===== config.mk =====
export PLATFORM = sky130hd
export DESIGN_NAME = wake_pattern_detector_addr
export DESIGN_NICKNAME = d
export VERILOG_FILES = /design/src/design/wake_pkg.sv /design/src/design/wake_pattern_detector_addr.sv
export SDC_FILE = /design/constraint.sdc
export NUM_CORES = 1
export LEC_CHECK = 0
export ABC_CLOCK_PERIOD_IN_PS = 3310
export BUFFER_PORTS_ARGS = -buffer_cell sky130_fd_sc_hd__buf_2
export CAP_MARGIN = 20
export CORE_ASPECT_RATIO = 1.25
export CORE_UTILIZATION = 41
export DETAILED_ROUTE_END_ITERATION = 16
export SKIP_LAST_GASP = 1
export SLEW_MARGIN = 20
export SYNTH_ARGS = -nofsm -noshare
export SYNTH_HDL_FRONTEND = slang
export SYNTH_SLANG_ARGS = --single-unit

===== constraint.sdc =====
create_clock -name clock -period 3.31 [get_ports clock]
set_input_delay 0.331 -clock clock [delete_from_list [all_inputs] [get_ports clock]]
set_output_delay 0.331 -clock clock [all_outputs]
set_load 0.1 [all_outputs]

===== src/design/wake_pkg.sv =====
// Operation
// - wake enable set: normal receive blocked, only the detector sees data
// - detection notifies host via interrupt or power event, as programmed
// - detection sets the wake pattern received status bit
// - clearing wake enable returns to normal frame reception
// - only frames to station, broadcast or multicast address are examined
// - after both address fields, search for six consecutive 0xFF bytes
// - sixteen back-to-back station address copies after the run declare detection
// - broken copy sequence restarts the 0xFF run search in the frame
// - run and copies may start anywhere after the address fields; copies need the run first
// - multicast destination frames are also examined for the copies
// - station address is 48 bits over low and high registers
// - host writes address registers; eeprom loader fills them at power-on
// - each loader byte 01h-06h goes to host and fabric pause address registers
// - loader bytes 01h-04h fill low, 05h-06h fill high, first byte lowest
package wake_pkg;

   // ****************************************
   // register map
   // ****************************************
   localparam logic [7:0]  OFS_HOST_LOW  = 8'h00;
   localparam logic [7:0]  OFS_HOST_HIGH = 8'h04;
   localparam logic [7:0]  OFS_FAB_LOW   = 8'h08;
   localparam logic [7:0]  OFS_FAB_HIGH  = 8'h0C;
   localparam logic [7:0]  OFS_WUCSR     = 8'h10;
   localparam logic [7:0]  OFS_INT_STS   = 8'h14;
   localparam logic [7:0]  OFS_INT_MASK  = 8'h18;

   // wake control and status fields
   localparam int          BIT_WAKE_EN   = 0;
   localparam int          BIT_WAKE_RCV  = 1;
   localparam int          BIT_IRQ_EN    = 2;
   localparam int          BIT_PME_EN    = 3;
   localparam int          WUCSR_W       = 4;
   // interrupt status fields
   localparam int          BIT_EV_WAKE   = 0;
   localparam int          BIT_EV_LOAD   = 1;
   localparam int          EV_W          = 2;

   localparam logic [47:0] ADDR_RST      = 48'h0000_0000_0000;
   localparam logic [47:0] BCAST_ADDR    = 48'hFFFF_FFFF_FFFF;
   localparam logic [3:0]  WUCSR_RST     = 4'h0;
   localparam logic [1:0]  EV_RST        = 2'h0;

   // ****************************************
   // frame scan constants
   // ****************************************
   localparam logic [7:0]  SYNC_BYTE     = 8'hFF;
   localparam logic [2:0]  SYNC_LEN      = 3'h6;
   localparam logic [3:0]  DA_LAST       = 4'h5;
   localparam logic [3:0]  HDR_LAST      = 4'hB;
   localparam logic [2:0]  ADDR_BYTE_LAST = 3'h5;
   localparam logic [3:0]  COPY_LAST     = 4'hF;
   localparam logic [7:0]  EE_FIRST      = 8'h01;
   localparam logic [7:0]  EE_LAST       = 8'h06;

   typedef enum logic [2:0] {
      ST_IDLE = 3'h0,
      ST_DEST = 3'h1,
      ST_SRC  = 3'h3,
      ST_SYNC = 3'h2,
      ST_COPY = 3'h6,
      ST_HIT  = 3'h7
   } scan_state_t;

   typedef struct packed {
      logic       valid;
      logic       first;
      logic       last;
      logic [7:0] data;
   } rx_byte_t;

   typedef struct packed {
      logic       valid;
      logic [7:0] addr;
      logic [7:0] data;
   } ee_byte_t;

endpackage


===== src/design/wake_pattern_detector_addr.sv =====
`timescale 1ns/10ps
module wake_pattern_detector_addr (
   // clock and reset
   input  wire logic             clock,
   input  wire logic             srst,
   // register port
   input  wire logic [7:0]       reg_addr,
   input  wire logic [31:0]      reg_wdata,
   input  wire logic             reg_wr,
   input  wire logic             reg_rd,
   output logic [31:0]           reg_rdata,
   // frames from the fabric
   input  wire wake_pkg::rx_byte_t rx_in,
   // frames to normal reception
   output wake_pkg::rx_byte_t    rx_out,
   // eeprom loader bytes
   input  wire wake_pkg::ee_byte_t ee_in,
   // addresses and notifications
   output logic [47:0]           fabric_pause_addr,
   output logic [47:0]           station_addr,
   output logic                  irq,
   output logic                  power_event_out
);

   // ****************************************
   // register state
   // ****************************************
   logic [47:0]                  host_addr_reg,  host_addr_next;
   logic [47:0]                  fab_addr_reg,   fab_addr_next;
   logic [3:0]                   wucsr_reg,      wucsr_next;
   logic [1:0]                   sts_reg,        sts_next;
   logic [1:0]                   mask_reg,       mask_next;
   logic [31:0]                  rdata_reg,      rdata_next;
   logic                         irq_reg,        irq_next;
   logic                         pme_reg,        pme_next;

   // ****************************************
   // scan state
   // ****************************************
   wake_pkg::scan_state_t        st_reg,         st_next;
   logic [3:0]                   cnt_reg,        cnt_next;
   logic [2:0]                   ff_reg,         ff_next;
   logic [2:0]                   bidx_reg,       bidx_next;
   logic [3:0]                   copy_reg,       copy_next;
   logic                         da_st_reg,      da_st_next;
   logic                         da_bc_reg,      da_bc_next;
   logic                         da_mc_reg,      da_mc_next;
   logic                         hit;

   // ****************************************
   // receive path state
   // ****************************************
   logic                         mode_reg,       mode_next;
   logic                         in_frame_reg,   in_frame_next;
   wake_pkg::rx_byte_t           out_reg,        out_next;

   logic [7:0]                   exp_byte;
   logic [7:0]                   bc_byte;
   logic [2:0]                   ee_idx;
   logic                         ee_hit;

   assign exp_byte = host_addr_reg[{bidx_reg, 3'b000} +: 8];
   assign bc_byte  = wake_pkg::BCAST_ADDR[{cnt_reg[2:0], 3'b000} +: 8];
   assign ee_idx   = 3'(ee_in.addr - wake_pkg::EE_FIRST);
   assign ee_hit   = ee_in.valid && ee_in.addr >= wake_pkg::EE_FIRST
                     && ee_in.addr <= wake_pkg::EE_LAST;

   // ****************************************
   // registers: next values
   // ****************************************
   always_comb begin
      host_addr_next = host_addr_reg;
      fab_addr_next  = fab_addr_reg;
      wucsr_next     = wucsr_reg;
      sts_next       = sts_reg;
      mask_next      = mask_reg;
      rdata_next     = 32'h0000_0000;
      if (reg_wr) begin
         case (reg_addr)
            wake_pkg::OFS_HOST_LOW:  host_addr_next[31:0]  = reg_wdata;
            wake_pkg::OFS_HOST_HIGH: host_addr_next[47:32] = reg_wdata[15:0];
            wake_pkg::OFS_FAB_LOW:   fab_addr_next[31:0]   = reg_wdata;
            wake_pkg::OFS_FAB_HIGH:  fab_addr_next[47:32]  = reg_wdata[15:0];
            wake_pkg::OFS_WUCSR: begin
               wucsr_next[wake_pkg::BIT_WAKE_EN] = reg_wdata[wake_pkg::BIT_WAKE_EN];
               wucsr_next[wake_pkg::BIT_IRQ_EN]  = reg_wdata[wake_pkg::BIT_IRQ_EN];
               wucsr_next[wake_pkg::BIT_PME_EN]  = reg_wdata[wake_pkg::BIT_PME_EN];
               if (reg_wdata[wake_pkg::BIT_WAKE_RCV]) begin
                  wucsr_next[wake_pkg::BIT_WAKE_RCV] = 1'b0;
               end
            end
            wake_pkg::OFS_INT_STS:   sts_next  = sts_reg & ~reg_wdata[1:0];
            wake_pkg::OFS_INT_MASK:  mask_next = reg_wdata[1:0];
            default: begin
            end
         endcase
      end
      if (ee_hit) begin
         host_addr_next[{ee_idx, 3'b000} +: 8] = ee_in.data;
         fab_addr_next[{ee_idx, 3'b000} +: 8]  = ee_in.data;
      end
      if (ee_hit && ee_in.addr == wake_pkg::EE_LAST) begin
         sts_next[wake_pkg::BIT_EV_LOAD] = 1'b1;
      end
      if (hit) begin
         wucsr_next[wake_pkg::BIT_WAKE_RCV] = 1'b1;
         sts_next[wake_pkg::BIT_EV_WAKE]    = 1'b1;
      end
      if (reg_rd) begin
         case (reg_addr)
            wake_pkg::OFS_HOST_LOW:  rdata_next = host_addr_reg[31:0];
            wake_pkg::OFS_HOST_HIGH: rdata_next = {16'h0000, host_addr_reg[47:32]};
            wake_pkg::OFS_FAB_LOW:   rdata_next = fab_addr_reg[31:0];
            wake_pkg::OFS_FAB_HIGH:  rdata_next = {16'h0000, fab_addr_reg[47:32]};
            wake_pkg::OFS_WUCSR:     rdata_next = {28'h000_0000, wucsr_reg};
            wake_pkg::OFS_INT_STS:   rdata_next = {30'h0000_0000, sts_reg};
            wake_pkg::OFS_INT_MASK:  rdata_next = {30'h0000_0000, mask_reg};
            default:                 rdata_next = 32'h0000_0000;
         endcase
      end
      irq_next = (wucsr_next[wake_pkg::BIT_WAKE_RCV] && wucsr_next[wake_pkg::BIT_IRQ_EN])
                 || |(sts_next & mask_next);
      pme_next = wucsr_next[wake_pkg::BIT_WAKE_RCV] && wucsr_next[wake_pkg::BIT_PME_EN];
   end

   always_ff @(posedge clock) begin
      if (srst) begin
         host_addr_reg <= wake_pkg::ADDR_RST;
         fab_addr_reg  <= wake_pkg::ADDR_RST;
         wucsr_reg     <= wake_pkg::WUCSR_RST;
         sts_reg       <= wake_pkg::EV_RST;
         mask_reg      <= wake_pkg::EV_RST;
         rdata_reg     <= 32'h0000_0000;
         irq_reg       <= 1'b0;
         pme_reg       <= 1'b0;
      end else begin
         host_addr_reg <= host_addr_next;
         fab_addr_reg  <= fab_addr_next;
         wucsr_reg     <= wucsr_next;
         sts_reg       <= sts_next;
         mask_reg      <= mask_next;
         rdata_reg     <= rdata_next;
         irq_reg       <= irq_next;
         pme_reg       <= pme_next;
      end
   end

   // ****************************************
   // receive path: mode switch at frame gaps
   // ****************************************
   always_comb begin
      mode_next     = mode_reg;
      in_frame_next = in_frame_reg;
      out_next      = '0;
      if (rx_in.valid) begin
         in_frame_next = !rx_in.last;
      end
      if (!in_frame_reg && !(rx_in.valid && !rx_in.first)) begin
         mode_next = wucsr_reg[wake_pkg::BIT_WAKE_EN];
      end
      // normal reception blocked in wake mode
      if (!mode_next) begin
         out_next = rx_in;
      end
   end

   always_ff @(posedge clock) begin
      if (srst) begin
         mode_reg     <= 1'b0;
         in_frame_reg <= 1'b0;
         out_reg      <= '0;
      end else begin
         mode_reg     <= mode_next;
         in_frame_reg <= in_frame_next;
         out_reg      <= out_next;
      end
   end

   // ****************************************
   // pattern scan: next values
   // ****************************************
   always_comb begin
      st_next    = st_reg;
      cnt_next   = cnt_reg;
      ff_next    = ff_reg;
      bidx_next  = bidx_reg;
      copy_next  = copy_reg;
      da_st_next = da_st_reg;
      da_bc_next = da_bc_reg;
      da_mc_next = da_mc_reg;
      hit        = 1'b0;
      if (rx_in.valid && mode_next) begin
         if (rx_in.first) begin
            cnt_next   = 4'h1;
            da_st_next = rx_in.data == host_addr_reg[7:0];
            da_bc_next = rx_in.data == wake_pkg::BCAST_ADDR[7:0];
            da_mc_next = rx_in.data[0];
            st_next    = wake_pkg::ST_DEST;
         end else begin
            case (st_reg)
               wake_pkg::ST_DEST: begin
                  cnt_next   = cnt_reg + 4'h1;
                  da_st_next = da_st_reg
                               && rx_in.data == host_addr_reg[{cnt_reg[2:0], 3'b000} +: 8];
                  da_bc_next = da_bc_reg && rx_in.data == bc_byte;
                  if (cnt_reg == wake_pkg::DA_LAST) begin
                     st_next = (da_st_next || da_bc_next || da_mc_reg)
                               ? wake_pkg::ST_SRC : wake_pkg::ST_IDLE;
                  end
               end
               wake_pkg::ST_SRC: begin
                  cnt_next = cnt_reg + 4'h1;
                  if (cnt_reg == wake_pkg::HDR_LAST) begin
                     st_next = wake_pkg::ST_SYNC;
                     ff_next = 3'h0;
                  end
               end
               wake_pkg::ST_SYNC: begin
                  // copies only after a full run
                  if (ff_reg == wake_pkg::SYNC_LEN && rx_in.data == host_addr_reg[7:0]) begin
                     st_next   = wake_pkg::ST_COPY;
                     bidx_next = 3'h1;
                     copy_next = 4'h0;
                  end else if (rx_in.data == wake_pkg::SYNC_BYTE) begin
                     if (ff_reg != wake_pkg::SYNC_LEN) begin
                        ff_next = ff_reg + 3'h1;
                     end
                  end else begin
                     ff_next = 3'h0;
                  end
               end
               wake_pkg::ST_COPY: begin
                  if (rx_in.data == exp_byte) begin
                     if (bidx_reg == wake_pkg::ADDR_BYTE_LAST) begin
                        bidx_next = 3'h0;
                        copy_next = copy_reg + 4'h1;
                        if (copy_reg == wake_pkg::COPY_LAST) begin
                           hit     = 1'b1;
                           st_next = wake_pkg::ST_HIT;
                        end
                     end else begin
                        bidx_next = bidx_reg + 3'h1;
                     end
                  end else begin
                     st_next = wake_pkg::ST_SYNC;
                     ff_next = (rx_in.data == wake_pkg::SYNC_BYTE) ? 3'h1 : 3'h0;
                  end
               end
               wake_pkg::ST_HIT: begin
               end
               default: st_next = wake_pkg::ST_IDLE;
            endcase
         end
         if (rx_in.last) begin
            st_next = wake_pkg::ST_IDLE;
         end
      end
   end

   always_ff @(posedge clock) begin
      if (srst) begin
         st_reg    <= wake_pkg::ST_IDLE;
         cnt_reg   <= 4'h0;
         ff_reg    <= 3'h0;
         bidx_reg  <= 3'h0;
         copy_reg  <= 4'h0;
         da_st_reg <= 1'b0;
         da_bc_reg <= 1'b0;
         da_mc_reg <= 1'b0;
      end else begin
         st_reg    <= st_next;
         cnt_reg   <= cnt_next;
         ff_reg    <= ff_next;
         bidx_reg  <= bidx_next;
         copy_reg  <= copy_next;
         da_st_reg <= da_st_next;
         da_bc_reg <= da_bc_next;
         da_mc_reg <= da_mc_next;
      end
   end

   // ****************************************
   // outputs
   // ****************************************
   assign reg_rdata         = rdata_reg;
   assign rx_out            = out_reg;
   assign fabric_pause_addr = fab_addr_reg;
   assign station_addr      = host_addr_reg;
   assign irq               = irq_reg;
   assign power_event_out   = pme_reg;

endmodule


# Yosys cells after proc, flatten, opt, wreduce, memory -nomap -nowiden
# Cells that the tools add are included.
# totals
ff_bits,171
inputBits,72
out_inout_bits,141
wordCells,171
# classes
add_sub_neg,6
order_cmp,2
n_eq_ne,36
shift,5
muxes,59
bitwise,5
n_reduce_logical,35
# op_table
op,n
$pmux W32 S7,1
$mux W48,4
$bwmux W48,2
$shiftx A48 B7 Y8,2
$mux W32,2
$mux W3,16
$shift A8 B8 Y48 const A,1
$shiftx A48 B7 Y8 const A,1
$shiftx A8 B8 Y48,1
$eq A8 B8 Y1,4
$mux W16,2
$mux W4,7
$eq A8 B5 Y1 const B,3
$eq A8 B3 Y1 const B,2
$eq A8 B4 Y1 const B,2
$mux W1,16
$pmux W3 S5,1
$reduce_and A7 Y1,2
$eq A3 B3 Y1 const B,4
$ne A2 B2 Y1 const B,6
$ne A4 B4 Y1 const B,3
$logic_and A1 B1 Y1,11
$mux W2,5
$ne A5 B5 Y1 const B,2
other kinds (27),48

# Longest topological paths before layout
# Gate-level depths: netlist of run 1.
# logic_depth
word_depth,11
ltp_mapped,13
mapped_depth_nobuf,10

# Least setup slack after synthesis of run 1
# No wires, ideal clock.
# synth_timing
kind,register -> register
start,register host_addr_reg[3] (netlist: station_addr[3])
end,register copy_reg[0]
setup_time_ps,70
arrival_time_ps,3102
required_ps,3240
setup_slack_ps,138
stages_incl_launch_ff,9
path_buffers,0
period_less_slack_ps,3172
path_cell_list,dfxtp_1 -> mux4_2 -> nor2b_4 -> o21a_1 -> o2111ai_2 -> nor4_4 -> a31oi_4 -> or4b_1 -> a21oi_1
# synth_between
elab_chain_len,4
word_cells_on_any_way,7
classes_between,4 x eq/ne; 1 x shift; 2 x reduce/logical
# synth_rtl
item,line_no,source
"start, declared",wake_pattern_detector_addr.sv:28,"logic [47:0] host_addr_reg, host_addr_next;"
"start signal, assigned",wake_pattern_detector_addr.sv:128,host_addr_reg <= wake_pkg::ADDR_RST;
"start signal, assigned",wake_pattern_detector_addr.sv:137,host_addr_reg <= host_addr_next;
$shiftx A48 B7 Y8 or $eq A8 B8 Y1 (tied branches),"wake_pattern_detector_addr.sv:62, wake_pattern_detector_addr.sv:220",
$eq A8 B8 Y1 or $logic_and A1 B1 Y1 (tied branches),"wake_pattern_detector_addr.sv:233, wake_pattern_detector_addr.sv:220",
$ne A2 B2 Y1 (no line),n/a,
$reduce_and A6 Y1 (no line) *,n/a,
"end signal, assigned",wake_pattern_detector_addr.sv:275,copy_reg <= copy_next;
"end, declared",wake_pattern_detector_addr.sv:44,"logic [3:0] copy_reg, copy_next;"
# Mark *: on every way between the ends. The rest lies on a longest branch, timed or not.
# A chain may end at the register's enable or synchronous reset.

# Worst setup path in the final report of run 1
# layout_timing
start,register bidx_reg[0]
end,register irq_reg (netlist: irq)
# layout_between
elab_chain_len,10
word_cells_on_any_way,14
classes_between,2 x eq/ne; 1 x shift; 7 x mux; 1 x bitwise; 3 x reduce/logical
# layout_rtl
item,line_no,source
"start, declared",wake_pattern_detector_addr.sv:43,"logic [2:0] bidx_reg, bidx_next;"
"start signal, assigned",wake_pattern_detector_addr.sv:274,bidx_reg <= bidx_next;
$shiftx A48 B7 Y8 or $eq A3 B3 Y1 (tied branches),"wake_pattern_detector_addr.sv:62, wake_pattern_detector_addr.sv:234",
$eq A8 B8 Y1 or $mux W1 (tied branches),"wake_pattern_detector_addr.sv:233, wake_pattern_detector_addr.sv:234",
$mux W1 *,wake_pattern_detector_addr.sv:233,if (rx_in.data == exp_byte) begin
$mux W1 *,wake_pattern_detector_addr.sv:200,case (st_reg)
$mux W1 *,wake_pattern_detector_addr.sv:193,if (rx_in.first) begin
$mux W1 *,wake_pattern_detector_addr.sv:192,if (rx_in.valid && mode_next) begin
$mux W1,wake_pattern_detector_addr.sv:105,if (hit) begin
$and A2 B2 Y2,wake_pattern_detector_addr.sv:122,|| |(sts_next & mask_next);
$reduce_or A2 Y1,wake_pattern_detector_addr.sv:122,
$logic_or A1 B1 Y1 *,wake_pattern_detector_addr.sv:122,
"end signal, assigned",wake_pattern_detector_addr.sv:143,irq_reg <= irq_next;
"end, declared",wake_pattern_detector_addr.sv:34,"logic irq_reg, irq_next;"
# Marked as above.

==> out/results.tsv, run 1 <==
metric	value	unit
run_status	completed	
synthArstFlopShare	0	%
path_cells	buf_4, mux2i_1, or3_1, and3_2, o22ai_1, nor4_4, nand4b_1, a21boi_0, o211ai_1	
rrSetupSlack	0.18	ns
root_buffer	clkbuf_16	
tightest_slew	0.9189	ns
crit_required	3.68	ns
ant_nets	0	
peakVddDrop	0.3550	mV
min_from	rx_in[8]	
drt_iter0_drc	836	
crit_buf_inv	1	
power.density	398.6	nW/um^2
cts_max_level	4	
hold_viol	0	
worstSkewPairLatency	0.44	ns
yosysWarningCount	0	
rsz0062_at_grt	no	
ys_seq_elements	171	
track_usage	28.54	%
endpoint_kind	flip-flop	
whs_endpoint	in_frame_reg	
grt_pass1_wl	50000	um
synthTopCellsByCount	nand2_1, dfxtp_1, a21oi_1	
max_freq	319.2	MHz
slowest_delay	0.66	ns
cts_made_buffers	17	
cap_viol_max_count	0	
pin_count	213	
critPathTopFamily	simple AND/OR/NAND/NOR gates	
finalSetupViolCount	0	
fin_nets	1437	
globalplace.congestion	0.9348	
routed_wl	33000	um
vias	9397	
die-area	23290	sq um
rr_startpoint	bidx_reg[0]	
drc	0	
skew	0.01716	ns
hp-class	primary input to flip-flop	
total_leakage_power	0.004711	uW
synth_nets	1241	
core	22290	sq um
grt_max_degree	82	
crit_fanout	15	
grt_overflow	0	
viasPerCell	5.692	
dp_hpwl	24320	um
post-cts-setup-buffer-count	0	
synth.top_cells.by_area	dfxtp_1, nand2_1, mux2i_1	
cts_tree	built	
slowest_stage	dfxtp_1	
synth_cell_types	76	
initial_core_util	41.72	%
fin_crit_sh	94.64	%
reg2reg_to	irq	
drive_gt1_share	24.43	%
maxSlewViolCount	0	
period_needed	3.133	ns
max_slew_margin	38.74	%
dieHeight	170.4	um
syn2layout_area_growth	21.41	%
r2r_cells	9	
hold_slack	0.1359	ns
synth-edff-count	0	
crit_type	flip-flop to flip-flop	
io_buffer_count	212	
nFillCells	2212	
yosys.area.top_type	dfxtp_1	
syn_area	9299	sq um
clk_pin_slew_worst_paths	0.08	ns
yosysTopAreaCellShare	36.81	%
synthCells	1158	
hold_depth	2	
dr.pass1.iters	6	
start_kind	flip-flop	
yosysMostFrequentCell	nand2_1	
clockBufferDepth	2	
clock_sink_count	171	
final.setup.tns	0	ns
rows	61	
grt_pass1_vias	8666	
grt_antenna_before_repair	1	
syn_avg_cell_area	8.030	sq um
ys_seq_area_share	36.81	%
ys.flop_type	dfxtp_1	
die_w	136.7	um
arrival	3.50	ns
routedWlPerCell	19.99	um
## cells in the final DEF (no fill, tap or decap), types with 19 or more instances in the layout
cell type	count
nor2_1	68
mux4_2	19
nand2_1	303
xnor2_1	22
a21oi_1	111
o21ai_0	40
mux2i_1	81
buf_4	42
nor3_1	20
buf_2	212
dfxtp_1	171
a31oi_1	27
nor2b_1	26
## report_power, final
part           switching [uW]  leakage [uW]  internal, uW  total (uW)
registers                5.06       0.00138          2070        2070
clock network            1010      0.000300          1100        2100
logic                     234       0.00303          92.0         326
## cell type report
cell class	instances	area, sq um	share of cell area [%]
multi-input cells	893	5413	47.94
diodes	1	2.502	0.02217
well taps	283	354.1	3.136
flip-flops and latches	171	3423	30.32
inverters	15	56.30	0.4987
clock inverters	15	198.9	1.762
repair buffers	256	1416	12.55
clock buffers	17	425.4	3.768
## worst register-to-register path, cell delays in order (launching register included)
cell	delay, ns
dfxtp_1	0.66
buf_4	0.26
mux2i_1	0.23
or3_1	0.12
and3_2	0.16
o22ai_1	0.10
nor4_4	0.61
nand4b_1	0.45
a21boi_0	0.29
o211ai_1	0.19
## metrics by stage
stage	cell area, sq um	util (%)	total power (uW)	instances	setup slack, ns
finish	11290	50.66	4500	1651	0.1774
global route	11290	50.65	4635	1650	0.005178
CTS	11290	50.65	4530	1650	0.1646
detailed placement	10660	47.84	2441	1618	0.1605
global placement	10660	47.84	2441	1618	0.2343
floorplan	9299	-	2318	1158	0.1385
## how the worst max path moves through the flow
stage          cells past startpoint            start     endpoint  slack [ns]
3_3_place_gp                       9      bidx_reg[0]          irq        0.23
3_5_place_dp                       9      bidx_reg[0]          irq        0.16
2_1_floorplan                      8  station_addr[3]  copy_reg[0]        0.14
6_report                           9      bidx_reg[0]          irq        0.18
5_1_grt                            9      bidx_reg[0]          irq       0.005
4_1_cts                            9      bidx_reg[0]          irq        0.16
## cells by family after synthesis
family,count (synthesis),synth area share [%]
and+or+nand+nor,524,25.96
AOI/OAI and AO/OA,227,14.32
DFF,171,36.81
muxes,108,14.29
buffers and inverters,94,4.978
xor gates and xnor gates,23,2.166
adders and majority gates,11,1.480
## metal layers
metal	track usage, %	wire, um
met5	0	0
met4	11.55	1049
met3	4.885	1956
met2	49.17	16640
met1	34.79	13360
## repair_timing
| item | CTS | global route |
|---|---|---|
| endpoints found under the setup margin | 0 | 4 |
| resized for setup | 0 | 0 |
| hold buffers | 0 | 0 |
No activity file was read; power rests on OpenSTA's default activity.
==> inputs of run 2 (changes only) <==
--- a/config.mk
+++ b/config.mk
@@ -9,6 +9,7 @@
 export BUFFER_PORTS_ARGS = -buffer_cell sky130_fd_sc_hd__buf_2
 export CAP_MARGIN = 20
 export CORE_ASPECT_RATIO = 1.25
+export CORE_MARGIN = 1.5
 export CORE_UTILIZATION = 41
 export DETAILED_ROUTE_END_ITERATION = 16
 export SKIP_LAST_GASP = 1
==> run 2 against run 1 <==
  * Non-clock buffer count grew 5
  * Highest routed layer unchanged
  * First-iteration DRC count shrank 12%
  * Final cell count grew 0.24%
  * Sequential share of layout area is essentially flat
  * Flip-flop and latch count is the same
  * Clock-buffer cell count grew 4
  * Critical endpoint is now copy_reg[0]
==> out/results.tsv, run 2 (synthesized netlist as in run 1, its figures left out) <==
metric	value	unit
die_w	137.7	um
drc	0	
viasPerCell	5.686	
worstSkewPairLatency	0.44	ns
grt_max_degree	93	
start_kind	flip-flop	
die-area	23600	sq um
crit_type	flip-flop to flip-flop	
fin_cells	1655	
place_area	10690	sq um
place_inst	1623	
final_cell_area	11280	sq um
hp-class	primary input to flip-flop	
clock_sink_count	171	
setup_slack	0.2139	ns
tightest_slew	1.071	ns
final_cell_mix	nand2_1, buf_2, dfxtp_1	
cap_viol_max_count	0	
maxSlewViolCount	0	
finalSetupViolCount	0	
track_usage	28.67	%
dieHeight	171.4	um
final_common_cell	nand2_1	
grt_pass1_vias	8690	
rr_startpoint	bidx_reg[0]	
routed_wl	33960	um
run_status	completed	
cts_tree	built	
globalplace.congestion	0.9328	
ant_nets	0	
rows	61	
hold_slack	0.1404	ns
grt_overflow	0	
slowest_delay	0.74	ns
clockBufferDepth	2	
grt_pass1_wl	50620	um
fin_crit_sh	93.54	%
power.density	396.4	nW/um^2
register_area	3425	sq um
max_freq	323.0	MHz
fin_nets	1442	
skew	0.01129	ns
cts_max_level	4	
dr.pass1.iters	5	
crit_required	3.67	ns
peakVddDrop	0.3696	mV
dp_slack	0.2605	ns
initial_core_util	41.72	%
io_buffer_count	212	
startpoint	bidx_reg[0]	
final.setup.tns	0	ns
post-cts-setup-buffer-count	0	
slowest_stage	dfxtp_1	
rsz0062_at_grt	no	
drive_gt1_share	24.58	%
dp_hpwl	24720	um
path_cells	buf_4, mux2i_1, nor3b_2, o21a_1, o2111ai_2, nor4_4, a31oi_4, or4b_1, a21oi_1	
min_from	rx_in[8]	
max_slew_margin	28.62	%
arrival	3.45	ns
grt_antenna_before_repair	1	
clk_pin_slew_worst_paths	0.07	ns
hold_viol	0	
crit_fanout	18	
nFillCells	2233	
drt_iter0_drc	735	
syn2layout_area_growth	21.35	%
cts_made_buffers	17	
period_needed	3.096	ns
vias	9410	
total_leakage_power	0.004717	uW
pin_count	213	
routedWlPerCell	20.52	um
endpoint_kind	flip-flop	
core	22290	sq um
root_buffer	clkbuf_16	
multi_input_area	5413	sq um
[run 2: cell count changes in the layout (fill, tap and decap cells not counted)]
cell        delta
buf_4          +6
clkinv_8       -5
clkbuf_1       +2
clkbuf_8       +2
inv_8          -2
buf_12         -1
bufinv_16      +1
clkinv_4       -1
clkinvlp_4     +1
dfxtp_1        -1
dfxtp_2        +1
inv_6          +1
[run 2: metrics by stage]
step	utilization [%]	power, uW
floorplan	-	2318
global placement	47.96	2445
detailed placement	47.96	2446
CTS	50.62	4490
global route	50.62	4596
finish	50.63	4473
[run 2: power by group]
group          internal [uW]  leakage (uW)  switching [uW]  total (uW)
clock network           1170      0.000285             903        2070
logic                   92.7       0.00305             238         331
registers               2070       0.00138            5.14        2070
total                   3330       0.00472            1150        4470
[run 2: layer usage]
metal  wire length (um)  vias up  global-route usage (%)  share of wire, %
met5                  0        -                       0                 0
met4               1254        0                   11.32               3.7
met3               2336       74                   5.629               6.9
met2              16840      416                   48.46                50
met1              13520     4479                   35.68                40
li1                   -     4441                       -                 -
[run 2: final timing paths]
| path | endpoint | slack (ns) | cells after the start |
|---|---|---|---|
| setup / recovery | copy_reg[0] | 0.21 | 9 |
| hold / removal | in_frame_reg | 0.14 | 2 |
| hold reg to reg | copy_reg[1] | 0.49 | 2 |
| setup reg to reg | copy_reg[0] | 0.21 | 9 |
[run 2: repair_timing]
| action | in CTS | in global routing |
|---|---|---|
| hold buffers | 0 | 0 |
| setup endpoints to repair | 0 | 2 |
| resized for setup | 0 | 1 |
[run 2: area by class of cell]
class	instances	share of cell area [%]
inverters	15	0.4989
clock buffers	21	4.080
clock inverters	10	1.175
repair buffers	261	12.77
diodes	1	0.02218
flip-flops and latches	171	30.35
multi-input cells	893	47.97
well taps	283	3.138
[run 2: critical path: cells and delay by family (launching register included)]
family                 cells  cell delay (ns)
and+or+nand+nor            3             1.26
muxes                      1             0.10
DFF                        1             0.74
buffers and inverters      1             0.28
AOI/OAI and AO/OA          4             0.63
